**config.mk**
```make
export PLATFORM = sky130hd
export DESIGN_NAME = gpio_cell
export DESIGN_NICKNAME = d
export VERILOG_FILES = /design/src/hw/gpio_cell_pkg.sv /design/src/hw/gpio_cell.sv
export SDC_FILE = /design/constraint.sdc
export NUM_CORES = 1
export LEC_CHECK = 0
export BUFFER_PORTS_ARGS = -buffer_cell sky130_fd_sc_hd__buf_2
export CORE_MARGIN = 2
export CORE_UTILIZATION = 45
export DETAILED_ROUTE_END_ITERATION = 8
export GPL_TIMING_DRIVEN = 0
export PLACE_DENSITY = 0.85
export SLEW_MARGIN = 5
export SYNTH_ARGS = -nofsm -noshare
export SYNTH_HDL_FRONTEND = slang
export SYNTH_SLANG_ARGS = --single-unit
```
**constraint.sdc**
```tcl
create_clock -name i_clk_sys -period 2.95 [get_ports i_clk_sys]
set_input_delay 0 -clock i_clk_sys [delete_from_list [all_inputs] [get_ports i_clk_sys]]
set_output_delay 0 -clock i_clk_sys [all_outputs]
set_load 0.01 [all_outputs]
```
**src/hw/gpio_cell_pkg.sv**
```systemverilog
// shared constants for the general-purpose i/o logic cell
`default_nettype none
package gpio_cell_pkg;

  // wishbone geometry
  localparam int ADDR_W = 8;
  localparam int DATA_W = 32;

  // register byte offsets
  localparam logic [7:0] CTRL_OFFSET = 8'h00;
  localparam logic [7:0] STATUS_OFFSET = 8'h04;

  // control register field positions
  localparam int CTRL_MODE_LSB = 0;
  localparam int CTRL_IN_REG_BIT = 2;
  localparam int CTRL_OUT_REG_BIT = 3;
  localparam int CTRL_OE_REG_BIT = 4;
  localparam int CTRL_IN_FALL_BIT = 5;
  localparam int CTRL_OUT_FALL_BIT = 6;
  localparam int CTRL_OE_FALL_BIT = 7;
  localparam int CTRL_INVERT_BIT = 8;
  localparam int CTRL_DOUBLE_EDGE_IO_BIT = 9;
  localparam int CTRL_RESYNC_BIT = 10;
  localparam int CTRL_PULLDOWN_BIT = 11;
  localparam int CTRL_DIFF_SE_BIT = 12;
  localparam int CTRL_USED_BIT = 13;
  localparam int CTRL_ALT_LSB = 14;
  localparam int CTRL_CONFIGURING_BIT = 16;
  localparam int CTRL_WIDTH = 17;

  // status register field positions
  localparam int STAT_PAD_BIT = 0;
  localparam int STAT_OE_BIT = 1;
  localparam int STAT_DOUBLE_EDGE_IO_REJ_BIT = 2;
  localparam int STAT_PD_REJ_BIT = 3;
  localparam int STAT_WORD_LSB = 4;

  // control reset value: input mode, unused pin, configuration in progress
  localparam logic [16:0] CTRL_RESET = 17'h10000;

  // alternate input destinations, one bit each on the route vector
  localparam int ALT_GLOBAL_CLOCK = 0;
  localparam int ALT_GLOBAL_CONTROL = 1;
  localparam int ALT_PLL_REFERENCE = 2;
  localparam int ALT_CAMERA_CLOCK = 3;
  localparam int ALT_ROUTES = 4;

  // double-edge word width per direction
  localparam int WORD_W = 2;

  // pin operating modes
  typedef enum logic [1:0] {
    MODE_INPUT,
    MODE_OUTPUT,
    MODE_BIDIR,
    MODE_CLOCK_OUT
  } mode_type;

endpackage

`default_nettype wire

```
**src/hw/gpio_cell.sv**
```systemverilog
// general-purpose i/o logic cell with wishbone configuration port
//
// Added by the designer: the Wishbone interface to the registers and the register offsets.
`timescale 1ns/10ps
`default_nettype none

module gpio_cell (
  // system
  input wire logic i_clk_sys,
  input wire logic i_sys_rst,
  // wishbone slave
  input wire logic i_wb_cyc,
  input wire logic i_wb_stb,
  input wire logic i_wb_we,
  input wire logic [7:0] i_wb_adr,
  input wire logic [31:0] i_wb_dat,
  input wire logic [3:0] i_wb_sel,
  output logic [31:0] o_wb_dat,
  output logic o_wb_ack,
  // core side
  input wire logic i_input_register_clock,
  input wire logic i_output_register_clock,
  input wire logic i_core_clock_tree,
  input wire logic i_pad_output_rise_bit,
  input wire logic i_pad_output_fall_bit,
  input wire logic i_out_enable,
  output logic o_pad_input_rise_bit,
  output logic o_pad_input_fall_bit,
  // alternate input
  output logic o_alternate_input,
  output logic [3:0] o_alt_route,
  // pad side
  input wire logic i_pad,
  output logic o_pad,
  output logic o_pad_oe,
  output logic o_pull_up,
  output logic o_pull_down
);

  logic [16:0] ctrl_ff;
  logic double_edge_io_rej_ff;
  logic pd_rej_ff;
  logic ack_ff;
  logic [31:0] rdata_ff;
  logic in_clk_q_ff;
  logic out_clk_q_ff;
  logic in_rise;
  logic in_fall;
  logic out_rise;
  logic out_fall;
  logic in_cap;
  logic out_cap;
  logic oe_cap;
  logic in_sdr_ff;
  logic in_rise_ff;
  logic in_fall_ff;
  logic rs_rise_ff;
  logic rs_fall_ff;
  logic [1:0] in_word_ff;
  logic [1:0] nxt_in_word;
  logic out_sdr_ff;
  logic od_rise_ff;
  logic od_fall_ff;
  logic od_pend_ff;
  logic oe_reg_ff;
  logic oe_eff;
  logic out_val;
  logic nxt_pad;
  logic nxt_pad_oe;
  logic pad_ff;
  logic pad_oe_ff;
  logic wr_ctrl;
  logic wr_status;
  logic [16:0] wr_val;
  logic [16:0] clean_val;
  logic rej_double_edge_io_now;
  logic rej_pd_now;
  gpio_cell_pkg::mode_type mode;
  logic in_reg_en;
  logic out_reg_en;
  logic oe_reg_en;
  logic double_edge_io_en;
  logic resync_en;
  logic diff_se;
  logic pin_used;
  logic configuring;
  logic in_path_on;
  logic alt_on;

  // byte-lane merge of a write onto the current control value
  function automatic logic [16:0] merge_bytes(input logic [16:0] old_v,
                                              input logic [31:0] dat,
                                              input logic [3:0] sel);
    logic [31:0] res;
    res = {15'h0000, old_v};
    for (int b = 0; b < 4; b++) begin
      if (sel[b]) begin
        res[b*8 +: 8] = dat[b*8 +: 8];
      end
    end
    return res[16:0];
  endfunction

  // field views of the control register
  assign mode = gpio_cell_pkg::mode_type'(ctrl_ff[gpio_cell_pkg::CTRL_MODE_LSB +: 2]);
  assign in_reg_en = ctrl_ff[gpio_cell_pkg::CTRL_IN_REG_BIT];
  assign out_reg_en = ctrl_ff[gpio_cell_pkg::CTRL_OUT_REG_BIT];
  assign oe_reg_en = ctrl_ff[gpio_cell_pkg::CTRL_OE_REG_BIT];
  assign double_edge_io_en = ctrl_ff[gpio_cell_pkg::CTRL_DOUBLE_EDGE_IO_BIT];
  assign resync_en = ctrl_ff[gpio_cell_pkg::CTRL_RESYNC_BIT];
  assign diff_se = ctrl_ff[gpio_cell_pkg::CTRL_DIFF_SE_BIT];
  assign pin_used = ctrl_ff[gpio_cell_pkg::CTRL_USED_BIT];
  assign configuring = ctrl_ff[gpio_cell_pkg::CTRL_CONFIGURING_BIT];

  // bus decode; unmapped addresses still get an ack
  assign wr_ctrl = i_wb_cyc && i_wb_stb && i_wb_we && !ack_ff
                   && (i_wb_adr == gpio_cell_pkg::CTRL_OFFSET);
  assign wr_status = i_wb_cyc && i_wb_stb && i_wb_we && !ack_ff
                     && (i_wb_adr == gpio_cell_pkg::STATUS_OFFSET);
  assign wr_val = merge_bytes(ctrl_ff, i_wb_dat, i_wb_sel);

  // illegal combinations on differential-pair pins are stripped on write
  always_comb begin
    clean_val = wr_val;
    rej_double_edge_io_now = 1'b0;
    rej_pd_now = 1'b0;
    if (wr_val[gpio_cell_pkg::CTRL_DIFF_SE_BIT]) begin
      if (wr_val[gpio_cell_pkg::CTRL_DOUBLE_EDGE_IO_BIT]) begin
        clean_val[gpio_cell_pkg::CTRL_DOUBLE_EDGE_IO_BIT] = 1'b0;
        rej_double_edge_io_now = 1'b1;
      end
      if (wr_val[gpio_cell_pkg::CTRL_PULLDOWN_BIT]) begin
        clean_val[gpio_cell_pkg::CTRL_PULLDOWN_BIT] = 1'b0;
        rej_pd_now = 1'b1;
      end
    end
  end

  // control register
  always_ff @(posedge i_clk_sys) begin
    if (i_sys_rst) begin
      ctrl_ff <= gpio_cell_pkg::CTRL_RESET;
    end else if (wr_ctrl) begin
      ctrl_ff <= clean_val;
    end
  end

  // sticky reject flags; a new reject wins over write-one-to-clear
  always_ff @(posedge i_clk_sys) begin
    if (i_sys_rst) begin
      double_edge_io_rej_ff <= 1'b0;
      pd_rej_ff <= 1'b0;
    end else begin
      if (wr_ctrl && rej_double_edge_io_now) begin
        double_edge_io_rej_ff <= 1'b1;
      end else if (wr_status && i_wb_sel[0] && i_wb_dat[gpio_cell_pkg::STAT_DOUBLE_EDGE_IO_REJ_BIT]) begin
        double_edge_io_rej_ff <= 1'b0;
      end
      if (wr_ctrl && rej_pd_now) begin
        pd_rej_ff <= 1'b1;
      end else if (wr_status && i_wb_sel[0] && i_wb_dat[gpio_cell_pkg::STAT_PD_REJ_BIT]) begin
        pd_rej_ff <= 1'b0;
      end
    end
  end

  // ack one cycle after the strobe, dropped the next cycle
  always_ff @(posedge i_clk_sys) begin
    if (i_sys_rst) begin
      ack_ff <= 1'b0;
      rdata_ff <= 32'h00000000;
    end else begin
      ack_ff <= i_wb_cyc && i_wb_stb && !ack_ff;
      if (i_wb_cyc && i_wb_stb && !ack_ff && !i_wb_we) begin
        if (i_wb_adr == gpio_cell_pkg::CTRL_OFFSET) begin
          rdata_ff <= {15'h0000, ctrl_ff};
        end else if (i_wb_adr == gpio_cell_pkg::STATUS_OFFSET) begin
          rdata_ff <= {26'h0000000, in_word_ff, pd_rej_ff, double_edge_io_rej_ff, oe_eff, i_pad};
        end else begin
          rdata_ff <= 32'h00000000;
        end
      end
    end
  end

  assign o_wb_ack = ack_ff;
  assign o_wb_dat = rdata_ff;

  // register clocks arrive as levels; edges become one-cycle enables
  always_ff @(posedge i_clk_sys) begin
    if (i_sys_rst) begin
      in_clk_q_ff <= 1'b0;
      out_clk_q_ff <= 1'b0;
    end else begin
      in_clk_q_ff <= i_input_register_clock;
      out_clk_q_ff <= i_output_register_clock;
    end
  end

  assign in_rise = i_input_register_clock && !in_clk_q_ff;
  assign in_fall = !i_input_register_clock && in_clk_q_ff;
  assign out_rise = i_output_register_clock && !out_clk_q_ff;
  assign out_fall = !i_output_register_clock && out_clk_q_ff;
  // each register picks its own edge polarity
  assign in_cap = ctrl_ff[gpio_cell_pkg::CTRL_IN_FALL_BIT] ? in_fall : in_rise;
  assign out_cap = ctrl_ff[gpio_cell_pkg::CTRL_OUT_FALL_BIT] ? out_fall : out_rise;
  assign oe_cap = ctrl_ff[gpio_cell_pkg::CTRL_OE_FALL_BIT] ? out_fall : out_rise;

  // input registers capture the pad before the core sees it
  always_ff @(posedge i_clk_sys) begin
    if (i_sys_rst) begin
      in_sdr_ff <= 1'b0;
      in_rise_ff <= 1'b0;
      in_fall_ff <= 1'b0;
      rs_rise_ff <= 1'b0;
      rs_fall_ff <= 1'b0;
    end else begin
      if (in_cap) begin
        in_sdr_ff <= i_pad;
      end
      if (in_rise) begin
        in_rise_ff <= i_pad;
        // resync: falling sample handed over half a cycle later
        rs_rise_ff <= i_pad;
        rs_fall_ff <= in_fall_ff;
      end
      if (in_fall) begin
        in_fall_ff <= i_pad;
      end
    end
  end

  // input path is live only in input and bidirectional modes of a used pin
  assign in_path_on = pin_used && (mode == gpio_cell_pkg::MODE_INPUT
                      || mode == gpio_cell_pkg::MODE_BIDIR);

  // selection of the word handed to the core
  always_comb begin
    nxt_in_word = 2'h0;
    if (in_path_on) begin
      if (in_reg_en && double_edge_io_en && resync_en) begin
        nxt_in_word = {rs_fall_ff, rs_rise_ff};
      end else if (in_reg_en && double_edge_io_en) begin
        nxt_in_word = {in_fall_ff, in_rise_ff};
      end else if (in_reg_en) begin
        nxt_in_word = {1'b0, in_sdr_ff};
      end else begin
        nxt_in_word = {1'b0, i_pad};
      end
    end
  end

  // two-bit word toward the core
  always_ff @(posedge i_clk_sys) begin
    if (i_sys_rst) begin
      in_word_ff <= 2'h0;
    end else begin
      in_word_ff <= nxt_in_word;
    end
  end

  assign o_pad_input_rise_bit = in_word_ff[0];
  assign o_pad_input_fall_bit = in_word_ff[1];

  // alternate path: unregistered input mode only, never through a register
  assign alt_on = pin_used && mode == gpio_cell_pkg::MODE_INPUT && !in_reg_en;
  assign o_alternate_input = alt_on && i_pad;

  // one-hot steering of the alternate input to its destination
  generate
    for (genvar r = 0; r < gpio_cell_pkg::ALT_ROUTES; r++) begin : g_alt
      assign o_alt_route[r] = alt_on
        && (ctrl_ff[gpio_cell_pkg::CTRL_ALT_LSB +: 2] == 2'(r));
    end
  endgenerate

  // output and enable registers hold core values before the pad buffer
  always_ff @(posedge i_clk_sys) begin
    if (i_sys_rst) begin
      out_sdr_ff <= 1'b0;
      od_rise_ff <= 1'b0;
      od_fall_ff <= 1'b0;
      od_pend_ff <= 1'b0;
      oe_reg_ff <= 1'b0;
    end else begin
      if (out_cap) begin
        out_sdr_ff <= i_pad_output_rise_bit;
      end
      if (oe_cap) begin
        oe_reg_ff <= i_out_enable;
      end
      if (out_rise) begin
        od_rise_ff <= i_pad_output_rise_bit;
        // resync takes both bits on the rising edge
        od_pend_ff <= i_pad_output_fall_bit;
      end
      if (out_fall) begin
        od_fall_ff <= resync_en ? od_pend_ff : i_pad_output_fall_bit;
      end
    end
  end

  // data value presented to the pad driver
  always_comb begin
    out_val = i_pad_output_rise_bit;
    if (out_reg_en && double_edge_io_en) begin
      // high phase shows the rising bit, low phase the falling bit
      out_val = i_output_register_clock ? od_rise_ff : od_fall_ff;
    end else if (out_reg_en) begin
      out_val = out_sdr_ff;
    end
    if (out_reg_en && ctrl_ff[gpio_cell_pkg::CTRL_INVERT_BIT]) begin
      out_val = !out_val;
    end
  end

  assign oe_eff = oe_reg_en ? oe_reg_ff : i_out_enable;

  // pad driver per mode; unused or configuring pins stay released
  always_comb begin
    nxt_pad = 1'b0;
    nxt_pad_oe = 1'b0;
    if (pin_used && !configuring) begin
      case (mode)
        gpio_cell_pkg::MODE_INPUT: begin
          nxt_pad_oe = 1'b0;
        end
        gpio_cell_pkg::MODE_OUTPUT: begin
          nxt_pad = out_val;
          nxt_pad_oe = 1'b1;
        end
        gpio_cell_pkg::MODE_BIDIR: begin
          nxt_pad = out_val;
          nxt_pad_oe = oe_eff;
        end
        default: begin
          nxt_pad = i_core_clock_tree;
          nxt_pad_oe = 1'b1;
        end
      endcase
    end
  end

  // pad drive flip-flops
  always_ff @(posedge i_clk_sys) begin
    if (i_sys_rst) begin
      pad_ff <= 1'b0;
      pad_oe_ff <= 1'b0;
    end else begin
      pad_ff <= nxt_pad;
      pad_oe_ff <= nxt_pad_oe;
    end
  end

  assign o_pad = pad_ff;
  assign o_pad_oe = pad_oe_ff;

  // weak pulls: up while configuring a single-ended pin, chosen pull on unused pins
  always_comb begin
    o_pull_up = 1'b0;
    o_pull_down = 1'b0;
    if (configuring) begin
      o_pull_up = !diff_se;
    end else if (!pin_used) begin
      // pair pins have no pull-down resistor at all
      o_pull_down = ctrl_ff[gpio_cell_pkg::CTRL_PULLDOWN_BIT] && !diff_se;
      o_pull_up = !o_pull_down;
    end
  end

endmodule

`default_nettype wire

```
Yosys cells after proc, flatten, opt, wreduce, memory -nomap -nowiden --
Cells that the tools add are included. Widths: inputs -> output; s select.
Word-level totals: bits in registers 67, input port bits 56, output and inout bits 44, word-level logic and storage cells 114
Operators by class: eq/ne operators 6, multiplexer cells 31, bitwise operators 2, reductions and logical operators 53
Operator list (number):
- $logic_and 1x1->1 | 30
- $mux 1 | 24
- $mux 17 | 1
- $logic_not 1->1 | 11
- $eq 8x3->1 const B | 1
- $logic_not 8->1 | 1
- $eq 2x2->1 const B | 3
- $mux 6 | 1
- $reduce_and 2->1 | 3
- $reduce_or 2->1 | 3
- $mux 5 | 1
- $eq 2x1->1 const B | 2
- $logic_not 2->1 | 2
- $mux 2 | 2
- $pmux 1 s2 | 2
- $reduce_bool 2->1 | 2
- $not 1->1 | 2
- $logic_or 1x1->1 | 1

Logic depth before layout (Yosys ltp) --
word-level depth 8, depth in mapped cells 7, gate-level depth less buffers 6

Least setup slack after synthesis --
OpenSTA, ideal clock, no wires.
path kind input-to-reg, start point input i_wb_adr[5], end point register ctrl_ff[11], setup time 0.070 ns, arrival 1.742 ns, required time 2.880 ns, setup slack 1.138 ns, stages on the path 6, path buffers 2, cells stage by stage or4_1 -> buf_2 -> or4_4 -> buf_6 -> or3_1 -> a21oi_1
Between the ends: longest elaborated chain between the ends 2
Ends and longest elaborated chain:
- start, declared | RTL line gpio_cell.sv:15 | input wire logic [7:0] i_wb_adr,
- $logic_not 8->1 | RTL line gpio_cell.sv:117 | && (i_wb_adr == gpio_cell_pkg::CTRL_OFFSET);
- $logic_and 1x1->1 | RTL line gpio_cell.sv:117
- end signal, assigned | RTL line gpio_cell.sv:142 | ctrl_ff <= gpio_cell_pkg::CTRL_RESET;
- end signal, assigned | RTL line gpio_cell.sv:144 | ctrl_ff <= clean_val;
- end, declared | RTL line gpio_cell.sv:40 | logic [16:0] ctrl_ff;
No other way between the ends. A chain may end at the register's enable or synchronous reset.

Final worst setup path --
start point register ack_ff, in the netlist o_wb_ack, end point register ctrl_ff[16]
Between the ends: longest elaborated chain between the ends 4
Ends and longest elaborated chain:
- start, declared | RTL line gpio_cell.sv:43 | logic ack_ff;
- start signal, assigned | RTL line gpio_cell.sv:173 | ack_ff <= i_wb_cyc && i_wb_stb && !ack_ff;
- $logic_not 1->1 | RTL line gpio_cell.sv:116 | assign wr_ctrl = i_wb_cyc && i_wb_stb && i_wb_we && !ack_ff
- $logic_and 1x1->1 | RTL line gpio_cell.sv:116
- $logic_and 1x1->1 | RTL line gpio_cell.sv:117
- $reduce_and 2->1 (no line)
No other way between the ends.

==> tab_implementation.tex <==
\begin{tabular}{lr}
\hline
Metric & Value \\
\hline
\multicolumn{2}{l}{\textbf{Status}} \\
\quad Status & completed \\
\multicolumn{2}{l}{\textbf{Pwr}} \\
\quad Proportion of power drawn by combinational gates & 0.111 \\
\quad Total leakage power & 1.36 nW \\
\quad Ratio of total power to cell area & 399 nW/um\^{}2 \\
\quad Sequential power share & 0.563 \\
\quad Fraction of power spent switching nets & 0.249 \\
\quad Cell-internal power & 952 uW \\
\quad Sw Pwr & 316 uW \\
\quad Worst VDD drop & 0.244 mV \\
\quad Share of total power in the clock network & 0.326 \\
\multicolumn{2}{l}{\textbf{Yosys}} \\
\quad Seq/Total Area, Yosys & 0.436 \\
\quad Most numerous cell in the Yosys netlist & dfxtp\_1 \\
\quad Leading cell types by count after synthesis & dfxtp\_1 (52), nor2\_1 (27), a21oi\_1 (20), mux2i\_1 (18), clkbuf\_1 (16) \\
\quad Count of flip-flops with a built-in enable after synthesis & 0 \\
\quad Count of unique library cells instantiated by Yosys & 41 \\
\quad Cell count after synthesis & 270 \\
\quad Most area-consuming cells after synthesis & dfxtp\_1 (44\%), mux2i\_1 (7.6\%), buf\_4 (4.7\%), nor2\_1 (4.2\%), a21oi\_1 (4.2\%) \\
\quad Area leader, netlist & dfxtp\_1 \\
\quad Fraction of registers with async set or reset after synthesis & 0 \\
\quad FF+latch count, synth & 52 \\
\quad Average cell area after synthesis & 8.84 sq um \\
\quad Yosys warning total & 0 \\
\quad Proportion of netlist area held by the largest area contributor & 0.436 \\
\quad Post-Synthesis Cell Area & 2390 sq um \\
\quad Most common flop cell mapped by yosys & dfxtp\_1 \\
\multicolumn{2}{l}{\textbf{Cells and area}} \\
\quad Post-synthesis to final-layout area growth & 33.2\% \\
\quad Proportion of layout cells with a drive suffix above 1 & 0.252 \\
\quad Number of diodes & 0 \\
\quad Number of fillers in the final layout & 464 \\
\quad NumNets Final & 439 \\
\quad Area of all placed cells without fillers & 3180 sq um \\
\multicolumn{2}{l}{\textbf{Clock tree}} \\
\quad Clock transition at the registers of the reported paths & 0.10 ns \\
\quad TritonCTS buffer count & 5 \\
\quad Clock root cell & clkbuf\_8 \\
\quad Sink count of the clock tree & 52 \\
\quad Buffer depth of the longest clock path & 2 \\
\quad \# H-tree levels & 2 \\
\quad Insertion delay of the later-clocked pin in the worst-skew pair & 0.31 ns \\
\quad TritonCTS clock tree & built \\
\quad Number of instances resized during post-cts repair & 0 \\
\multicolumn{2}{l}{\textbf{Detailed routing}} \\
\quad Total via count in the routed design & 2,282 \\
\quad Total detailed-routing wirelength & 6.17 mm \\
\quad DRC Markers & 0 \\
\quad Number of routed nets with antenna violations & 0 \\
\quad Average wire length per cell after detail routing & 13.7 um \\
\quad First DRT Iteration DRCs & 253 \\
\quad Vias per cell & 5.06 \\
\quad First-pass detailed-route iteration total & 4 \\
\multicolumn{2}{l}{\textbf{Hold path}} \\
\quad Startpoint of the lowest-slack hold path & i\_pad \\
\quad Worst hold path class & primary input to flip-flop \\
\quad Hold depth & 3 \\
\quad Hold Path Sink & in\_word\_ff[0] \\
\multicolumn{2}{l}{\textbf{Worst setup path}} \\
\quad Worst flop-to-flop path startpoint & o\_wb\_ack \\
\quad Worst reg2reg endpoint & ctrl\_ff[16] \\
\quad FF-to-FF path depth & 5 \\
\quad Required time of the critical path & 3.15 ns \\
\quad Reg-to-reg slack, setup & 0.55 ns \\
\quad Worst-path maximum fanout & 7 \\
\quad Critical Setup Path Class & flip-flop to flip-flop \\
\quad Setup crit start kind & flip-flop \\
\quad Arr. time, crit path & 2.60 ns \\
\quad Crit. End Element & flip-flop \\
\multicolumn{2}{l}{\textbf{Job}} \\
\quad Max-cap check violation count & 0 \\
\multicolumn{2}{l}{\textbf{STA}} \\
\quad Clock Skew & 0.00713 ns \\
\quad Setup total negative slack & 0 ns \\
\quad Actual transition at the worst max-transition pin & 0.834 ns \\
\quad Endpoints failing setup & 0 \\
\quad Number of hold-slack violations in the final timing report & 0 \\
\quad Worst rel slew slack & 0.439 \\
\quad Fin. max-slew vios & 0 \\
\quad Final Critical Period & 2.40 ns \\
\quad RSZ-0062 raised after global routing & no \\
\quad Post-route clock period utilization & 0.814 \\
\quad Peak Freq & 416 MHz \\
\multicolumn{2}{l}{\textbf{Die}} \\
\quad Initial core utilization & 0.467 \\
\quad I/O pin cnt & 100 \\
\quad Width of the die & 76.8 um \\
\quad Area of the die & 5900 sq um \\
\quad FP Rows & 26 \\
\quad Die height & 76.8 um \\
\quad Area of the core region & 5110 sq um \\
\multicolumn{2}{l}{\textbf{Place}} \\
\quad Number of port buffers & 66 \\
\quad Post-place instance area & 2860 sq um \\
\quad RD Place Congestion & 0.872 \\
\quad Detailed placer's ending HPWL & 4.52 mm \\
\multicolumn{2}{l}{\textbf{Global route}} \\
\quad Vias in the first global route & 2,115 \\
\quad Global router's overall resource usage & 0.212 \\
\quad Global-route wire length before repair & 9.98 mm \\
\quad Global route overflow & 0 \\
\quad Initial antenna violation count & 0 \\
\quad Maximum number of pins on one net before global-route repair & 18 \\
\hline
\end{tabular}
kinds of logic after synthesis:
kind of cell	count (synthesis)	share of synthesized area
and+or+nand+nor	92	0.209
AOI/OAI and AO/OA	64	0.168
DFF	52	0.436
buffers and inverters	39	0.0886
muxes	19	0.0802
adders and majority gates	3	0.0157
other	1	0.00157
power by group through the flow:
stage                     sequential, mW  combinational (mW)  clock (mW)
after detailed placement           0.731               0.116           0
after floorplan                    0.730              0.0725           0
final                              0.714               0.141       0.413
after CTS                          0.714               0.139       0.422
after global placement             0.730               0.115           0
after global routing               0.716               0.154       0.448
layout make-up:
class / instances / area, sq um / share of cell area
buffer: 33 / 189 / 0.0594
clock buffer: 5 / 68.8 / 0.0217
clock inverter: 3 / 22.5 / 0.00709
inverter: 6 / 22.5 / 0.00709
multi-input combinational: 193 / 1190 / 0.373
sequential: 52 / 1040 / 0.328
tap: 70 / 87.6 / 0.0276
timing repair buffer: 89 / 561 / 0.176
per-layer routing:
metal  GRT usage  part of all wire  vias up  routed length, um
li1            -                 -     1145                  -
met1       0.262              0.42     1051               2620
met5           0                 0        -                  0
met4      0.0564             0.012        0                 72
met2       0.376              0.50       79               3090
met3      0.0424             0.064        7                393
placed cells by master (no fill, tap or decap), types with 3 or more instances in the layout:
| cell type | instances |
|---|---|
| dfxtp_1 | 52 |
| nand3_1 | 13 |
| conb_1 | 15 |
| o21ai_0 | 13 |
| buf_4 | 15 |
| buf_2 | 67 |
| a21oi_1 | 20 |
| inv_1 | 6 |
| mux2i_1 | 18 |
| a211oi_1 | 3 |
| nand2_1 | 13 |
| a22oi_1 | 11 |
| o21ai_1 | 5 |
| clkbuf_1 | 16 |
| nor2_1 | 27 |
| nand3b_1 | 6 |
| clkbuf_8 | 5 |
| nand2b_1 | 4 |
| nor2b_1 | 9 |
| dlygate4sd3_1 | 23 |
| a32oi_1 | 5 |
| or3_1 | 3 |
| ha_1 | 3 |
| nor3_1 | 3 |
timing repair:
action,4_1_cts,5_1_grt
endpoints found under the hold margin,22,0
setup endpoints to repair,0,0
buffers inserted,0,0
hold buffers,23,0
worst max-delay path by stage:
stage,start,to,slack (ns),depth (start not counted)
detailed placement,i_wb_adr[5],ctrl_ff[3],0.72,7
global route,o_wb_ack,ctrl_ff[16],0.46,5
global placement,i_wb_adr[5],ctrl_ff[10],0.78,7
CTS,o_wb_ack,ctrl_ff[16],0.60,5
floorplan,i_wb_adr[5],ctrl_ff[11],1.14,6
finish,o_wb_ack,ctrl_ff[16],0.55,5
worst max-delay path: stages, from the launching register on:
cell and delay (ns):
dfxtp_1 0.34, nand4b_1 0.25, nor4_2 0.59, a21boi_0 0.21
a311o_1 0.35, dlygate4sd3_1 0.56
stage by stage:
stage | util | setup slack [ns] | cells | hold slack (ns) | power, mW
detailed placement | 0.559 | 0.725 | 420 | 0.247 | 0.847
CTS | 0.622 | 0.599 | 451 | 0.0113 | 1.28
global placement | 0.559 | 0.783 | 420 | 0.241 | 0.845
finish | 0.622 | 0.549 | 451 | 0.0170 | 1.27
global route | 0.622 | 0.459 | 451 | 0.0346 | 1.32
floorplan | - | 1.14 | 284 | 0.118 | 0.802
Power figures use the tool's default switching activity.
